[config.mk]
export PLATFORM = sky130hd
export DESIGN_NAME = octal_uart_host_bus_port
export DESIGN_NICKNAME = d
export VERILOG_FILES = /design/src/host_port_pkg.sv /design/src/channel_regs.sv /design/src/octal_uart_host_bus_port.sv
export SDC_FILE = /design/constraint.sdc
export NUM_CORES = 2
export LEC_CHECK = 0
export BUFFER_PORTS_ARGS = -buffer_cell sky130_fd_sc_hd__buf_2
export CAP_MARGIN = 20
export CORE_MARGIN = 5
export CORE_UTILIZATION = 64
export DETAILED_ROUTE_END_ITERATION = 12
export GPL_TIMING_DRIVEN = 1
export PLACE_DENSITY = 0.87
export SETUP_SLACK_MARGIN = 0.1
export SYNTH_ARGS = -nofsm -noshare
export SYNTH_HDL_FRONTEND = slang
export SYNTH_HIERARCHICAL = 1
export SYNTH_SLANG_ARGS = --single-unit
export TNS_END_PERCENT = 1
[constraint.sdc]
create_clock -name core_clk -period 3.1 [get_ports core_clk]
set_input_delay 0.62 -clock core_clk [delete_from_list [all_inputs] [get_ports core_clk]]
set_output_delay 0.62 -clock core_clk [all_outputs]
set_load 0.03 [all_outputs]
[src/host_port_pkg.sv]
// Shared constants and carriers for the host bus port
`default_nettype none
package host_port_pkg;
    localparam int ADDR_W = 8;
    localparam int DATA_W = 8;
    localparam int NUM_CH = 8;
    localparam int NUM_REG = 16;
    localparam int REG_LSB = 0;
    localparam int REG_MSB = 3;
    localparam int CH_LSB = 4;
    localparam int CH_MSB = 6;
    localparam int GLOBAL_BIT = 7;
    localparam int NUM_GLOBAL = 16;
    // Global register offsets inside the global page
    localparam logic [3:0] GLB_INT_SRC = 4'h0;
    localparam logic [3:0] GLB_SCRATCH = 4'h1;
    localparam logic [7:0] REG_RESET = 8'h00;

    typedef struct packed {
        logic readStrobeN;
        logic writeStrobeN;
        logic chipSelectN;
        logic sepStrobeStyle;
        logic [ADDR_W-1:0] registerAddressLines;
        logic [DATA_W-1:0] hostDataIn;
    } bus_in_t;

    typedef struct packed {
        logic [DATA_W-1:0] hostDataOut;
        logic hostDataOe;
        logic interruptOe;
    } bus_out_t;

    typedef enum logic [1:0] {
        ST_IDLE = 2'b00,
        ST_READ = 2'b01,
        ST_WRITE = 2'b10
    } access_t;
endpackage
`default_nettype wire

[src/channel_regs.sv]
// One channel's sixteen-byte register set
`timescale 1ns/1ps
`default_nettype none
module channel_regs (
    input wire logic core_clk,
    input wire logic rstn,
    input wire logic writeEn,
    input wire logic [3:0] regIndex,
    input wire logic [7:0] writeData,
    input wire logic [3:0] readIndex,
    output logic [7:0] readData,
    output logic irqPending
);
    typedef struct packed {
        logic [host_port_pkg::NUM_REG-1:0][7:0] regs;
    } chan_state_t;
    chan_state_t state;
    chan_state_t next_state;

    always_comb
    begin
        next_state = state;
        if (writeEn)
        begin
            next_state.regs[regIndex] = writeData;
        end
    end

    always_ff @(posedge core_clk or negedge rstn)
    begin
        if (!rstn)
        begin
            state <= '0;
        end
        else
        begin
            state <= next_state;
        end
    end

    assign readData = state.regs[readIndex];
    // Register 1 stands in for the enable word; stub source pending channel logic
    assign irqPending = |(state.regs[1] & state.regs[2]);
endmodule
`default_nettype wire

[src/octal_uart_host_bus_port.sv]
// Host parallel bus port with channel decode and global interrupt
// How it works
// - Address bits 3:0 pick register, 6:4 pick channel, bit 7 global page.
// - Separate-strobe style: read strobe fall latches addressed byte, drives data bus.
// - Separate-strobe style: write strobe fall starts, rising edge stores bus byte.
// - Combined style: write strobe pin is direction, high read, low write.
// - Select pin is chip select, or combined active-low strobe in other style.
// - Interrupt output is open drain, pulled low only when asserted.
// - Global source register shows all eight channel interrupt flags.
// - Eight-bit data bus takes write data and carries read data.
// - Each channel keeps its own independent register set.
`timescale 1ns/1ps
`default_nettype none
module octal_uart_host_bus_port (
    input wire logic core_clk,
    input wire logic rstn,
    input wire logic sepStrobeStyle,
    input wire logic read_strobe_n,
    input wire logic write_strobe_n,
    input wire logic chipSelectN,
    input wire logic [7:0] register_address_lines,
    input wire logic [7:0] hostDataIn,
    output logic [7:0] host_data_lines,
    output logic hostDataOe,
    output logic interruptOe
);
    typedef struct packed {
        host_port_pkg::access_t access;
        logic [7:0] addr;
        logic [7:0] rdData;
        logic [7:0] scratch;
    } port_state_t;
    port_state_t state;
    port_state_t next_state;

    logic readActive;
    logic writeActive;
    logic writeEnd;
    logic [7:0] chWe;
    logic [7:0][7:0] chData;
    logic [7:0] chIrq;
    logic [7:0] selData;
    logic [2:0] chSel;
    logic isGlobal;

    // Decode the access in progress from the strobe style
    always_comb
    begin
        if (sepStrobeStyle)
        begin
            // Strobes ignored while not selected; read strobe ignored in other style
            readActive = !chipSelectN && !read_strobe_n;
            writeActive = !chipSelectN && !write_strobe_n;
        end
        else
        begin
            readActive = !chipSelectN && write_strobe_n;
            writeActive = !chipSelectN && !write_strobe_n;
        end
    end

    assign chSel = register_address_lines[host_port_pkg::CH_MSB:host_port_pkg::CH_LSB];
    assign isGlobal = register_address_lines[host_port_pkg::GLOBAL_BIT];
    // Write completes on the strobe's trailing edge, using captured address
    assign writeEnd = (state.access == host_port_pkg::ST_WRITE) && !writeActive;

    always_comb
    begin
        selData = 8'h00;
        if (isGlobal)
        begin
            case (register_address_lines[3:0])
                host_port_pkg::GLB_INT_SRC: selData = chIrq;
                host_port_pkg::GLB_SCRATCH: selData = state.scratch;
                default: selData = 8'h00;
            endcase
        end
        else
        begin
            selData = chData[chSel];
        end
    end

    always_comb
    begin
        next_state = state;
        case (state.access)
            host_port_pkg::ST_IDLE:
            begin
                if (readActive)
                begin
                    next_state.access = host_port_pkg::ST_READ;
                    next_state.rdData = selData;
                end
                else if (writeActive)
                begin
                    next_state.access = host_port_pkg::ST_WRITE;
                    next_state.addr = register_address_lines;
                    // Sample now: a one-cycle strobe offers no later chance
                    next_state.rdData = hostDataIn;
                end
            end
            host_port_pkg::ST_READ:
            begin
                if (!readActive)
                begin
                    next_state.access = host_port_pkg::ST_IDLE;
                end
            end
            host_port_pkg::ST_WRITE:
            begin
                // Sample data only while the strobe is low; host may release both together
                if (writeActive)
                begin
                    next_state.rdData = hostDataIn;
                end
                if (!writeActive)
                begin
                    next_state.access = host_port_pkg::ST_IDLE;
                    if (state.addr[host_port_pkg::GLOBAL_BIT]
                        && state.addr[3:0] == host_port_pkg::GLB_SCRATCH)
                    begin
                        next_state.scratch = state.rdData;
                    end
                end
            end
            default: next_state.access = host_port_pkg::ST_IDLE;
        endcase
    end

    always_ff @(posedge core_clk or negedge rstn)
    begin
        if (!rstn)
        begin
            state <= '0;
        end
        else
        begin
            state <= next_state;
        end
    end

    // Channel write enable, one per channel, on trailing edge only
    always_comb
    begin
        chWe = 8'h00;
        if (writeEnd && !state.addr[host_port_pkg::GLOBAL_BIT])
        begin
            chWe[state.addr[6:4]] = 1'b1;
        end
    end

    genvar gi;
    generate
        for (gi = 0; gi < host_port_pkg::NUM_CH; gi++)
        begin : g_ch
            channel_regs u_ch (
                .core_clk(core_clk),
                .rstn(rstn),
                .writeEn(chWe[gi]),
                .regIndex(state.addr[3:0]),
                .writeData(state.rdData),
                .readIndex(register_address_lines[3:0]),
                .readData(chData[gi]),
                .irqPending(chIrq[gi])
            );
        end
    endgenerate

    assign host_data_lines = state.access == host_port_pkg::ST_READ ? state.rdData : 8'h00;
    assign hostDataOe = (state.access == host_port_pkg::ST_READ) && readActive;
    assign interruptOe = |chIrq;

    a_bus_released: assert property (@(posedge core_clk) disable iff (!rstn)
        hostDataOe |-> !chipSelectN
        && (sepStrobeStyle ? !read_strobe_n : write_strobe_n))
        else $error("data bus driven outside read");
    a_read_start: assert property (@(posedge core_clk) disable iff (!rstn)
        (state.access == host_port_pkg::ST_IDLE && readActive) |=> hostDataOe || !readActive)
        else $error("read did not drive bus");
    a_unselected_idle: assert property (@(posedge core_clk) disable iff (!rstn)
        (chipSelectN && state.access == host_port_pkg::ST_IDLE)
        |=> state.access == host_port_pkg::ST_IDLE)
        else $error("access started while unselected");
    a_write_end: assert property (@(posedge core_clk) disable iff (!rstn)
        (state.access == host_port_pkg::ST_WRITE && !writeActive) |=> state.access == host_port_pkg::ST_IDLE)
        else $error("write not closed on trailing edge");
    a_single_channel: assert property (@(posedge core_clk) disable iff (!rstn)
        $onehot0(chWe))
        else $error("more than one channel written");
    a_irq_drive: assert property (@(posedge core_clk) disable iff (!rstn)
        interruptOe == (chIrq != 8'h00))
        else $error("interrupt pin mismatch");
    a_dir_read: assert property (@(posedge core_clk) disable iff (!rstn)
        (!sepStrobeStyle && !chipSelectN && write_strobe_n
        && state.access == host_port_pkg::ST_IDLE)
        |=> state.access == host_port_pkg::ST_READ)
        else $error("direction high did not read");
    a_global_src: assert property (@(posedge core_clk) disable iff (!rstn)
        (state.access == host_port_pkg::ST_IDLE && readActive && isGlobal
        && register_address_lines[3:0] == host_port_pkg::GLB_INT_SRC)
        |=> state.rdData == $past(chIrq))
        else $error("global source read wrong");
endmodule
`default_nettype wire

==> flow_metrics.tcl <==
set metrics [dict create \
    status "complete, no violations" \
    fmax_mhz 323.5 \
    finalCritPeriodShare_pct 99.72 \
    synth-edff-count 0 \
    skew_ps 37.38 \
    pre_cts_slack_ps -368.8 \
    pin_count 32 \
    drt-total-wl_um 126000 \
    hold_slack_ps 261.6 \
    rsz0062_at_grt "true" \
    clk_latency_ps 680 \
    synth_most_common_cell "dfrtp_1" \
    seqCellArea_um2 26320 \
    grt_max_degree 116 \
    yosysTopAreaCell "dfrtp_1" \
    synth_cell_type_count 39 \
    globalRouteMet1Util_pct 42.26 \
    synth_area_leaders "dfrtp_1 (53%), mux2_2 (24%), mux4_2 (12%)" \
    dpl-instance-area_um2 52500 \
    slowest_delay_ps 410 \
    hpwl_um 80020 \
    grt_use_met3_pct 6.423 \
    synth_fa_ha_area_share_pct 0 \
    die_area_um2 82510 \
    slowest_stage "dfrtp_1" \
    cts_tree "yes" \
    dieWidth_um 287.2 \
    hold_path.class "in -> reg" \
    critPathLaunch "g_ch[0].u_ch/state[20]" \
    grtUsageTotal_pct 31.05 \
    crit_fanout 3 \
    ant_nets 0 \
    n_fill_cell 4198 \
    h-tree-depth 3 \
    grt_pass1_wl_um 199600 \
    fin_ws_ps 8.538 \
    fin_cells 4456 \
    clockBufferDepth 3 \
    synth-seq-cells 1050 \
    cts_buffers 106 \
    wire_per_inst_um 28.29 \
    powerDensity_nw_per_um2 542.4 \
    tightest_slew_ps 1092 \
    post-route-util_pct 73.96 \
    min_period_ps 3091 \
    core-area_um2 76080 \
    syn_inst 3117 \
    async_flop_share_pct 100.0 \
    first_pass_iters 6 \
    cts_sinks 1050 \
    irDropWorstVdd_mv 0.4943 \
    floorplan.initialDensity_pct 64.66 \
    root_buffer "clkbuf_16" \
    required_ps 2480 \
    viasPerCell 6.795 \
    seq_area_frac_synth_pct 53.41 \
    io_buffers 31 \
    end_kind "output pin" \
    synth_top_area_share_pct 53.41 \
    grt_use_met2_pct 49.41 \
    yosys.area_share.simple_pct 5.222 \
    drive_gt1_share_pct 57.53 \
    startpoint_type "flip-flop" \
    drt_drc_violations_left 0 \
    dp_cells 4254 \
    busiest_layer "met2" \
    syn_area_per_cell_um2 15.78 \
    synth_nets 3139 \
    path_clk_slew_ps 60 \
    ys.flop_type "dfrtp_1" \
    fp-row-count 101 \
    stdcell_area_um2 56270 \
    routed-via-count 30280 \
    synth-compound-area-share_pct 2.676 \
    maxSlewHeadroom_pct 27.21 \
    arrival_ps 2470 \
    crit_chain "a22oi_1 -> nand4_1 -> nor4_1 -> nand2_1 -> buf_2" \
    synth_top_family_by_area "multiplexers" \
    yosysWarnings 6 \
    synthXorXnorAreaFrac_pct 0 \
    leakagePower_uw 0.02681 \
    setup_viol 0 \
    maxSlewViolCount 0 \
    yosys-top-cells-count "dfrtp_1 (1050), mux2_2 (1040), mux4_2 (272), a22oi_1 (160)" \
    grt_pass1_vias 33320 \
    cap_violations 0 \
    gp_congestion 0.9250 \
    worstHoldStart "register_address_lines[5]" \
    grt-ovfl-total 0 \
    antenna_found_initial 9 \
    syn-cell-area_um2 49190 \
    drt_iter0_drc 2972 \
    final_nets 3357 \
    muxShareOfSynthArea_pct 36.50 \
    multiInputGateArea_um2 21870 \
    crit_type "reg -> out" \
    finalHoldViolCount 0 \
    r2r_start "state[25]" \
    die_y_um 287.2 \
    area_growth_syn_to_layout_pct 14.38 \
]
## registers in the layout, indices dropped and copies added (netlist names)
name	cells
g_ch.u_ch/state	1024
state	26
## layout make-up
cell class	instances	area share [%]
flip-flops and latches	1050	46.77
multi-input cells	1858	38.86
repair buffers	318	5.475
clock buffers	142	5.383
well taps	1030	2.290
clock inverters	52	1.187
diodes	5	0.02224
inverters	1	0.006671
## repair_timing
action                                  in CTS  in global routing
pin swaps                                    1                  1
gates resized for setup                      1                  5
buffers inserted                             1                  0
endpoints found under the hold margin       39                  0
endpoints found under the setup margin       2                474
hold buffers                                 1                  0
## through the flow
step	power, uW	TNS (ps)
2_1_floorplan	16130	0
5_1_grt	31440	0
6_report	30520	0
4_1_cts	30590	0
3_5_place_dp	17290	-2218
3_3_place_gp	17140	-2173
## worst paths after layout
check	endpoint	slack (ps)	cells past startpoint
worst min register to register	g_ch[3].u_ch/state[47]	500	1
max in group asynchronous	g_ch[5].u_ch/state[64]	1560	4
worst max register to register	g_ch[5].u_ch/state[73]	300	10
worst max-delay path	interruptOe	9	5
worst min-delay path	state[21]	260	2
min in group asynchronous	g_ch[3].u_ch/state[66]	480	2
## cell usage in the layout (no fill, tap or decap), types with 5 or more instances in the layout
master	n
a222oi_1	8
a22oi_1	159
and2_1	18
buf_12	59
buf_2	28
buf_4	227
bufinv_16	12
clkbuf_1	13
clkbuf_16	107
clkbuf_8	22
clkinv_2	15
clkinv_4	7
clkinvlp_4	12
dfrtp_1	1037
dfrtp_4	11
diode_2	5
mux2_2	1040
mux2_4	8
mux4_2	272
nand2_1	91
nand2b_1	8
nand2b_4	16
nand3_1	33
nand3b_1	17
nand4_1	8
nor2_1	11
nor2_2	47
nor2b_1	18
nor3_2	46
nor4_4	10
or3_1	16
or4_4	9
## per-layer routing
metal,share of wire (%),vias up
met5,0.032,-
met3,7.9,385
met1,39,16200
met4,4.7,6
met2,49,1413
li1,-,12270
## worst max-delay path: cells and delay by family (launching register included)
| kind | cells | cell delay (ps) |
|---|---|---|
| AOI/OAI and AO/OA | 1 | 240 |
| buffers and inverters | 1 | 250 |
| and+or+nand+nor | 3 | 890 |
| DFF | 1 | 410 |
## kinds of logic after synthesis
| kind of cell | after synthesis |
|---|---|
| DFF | 1050 |
| and+or+nand+nor | 368 |
| AOI/OAI and AO/OA | 170 |
| buffers and inverters | 209 |
| muxes | 1320 |
## report_power, final
group / internal, uW / switching, uW
logic: 925 / 1560
clock network: 7880 / 5480
registers: 14000 / 675
No activity file was read; power rests on OpenSTA's default activity.
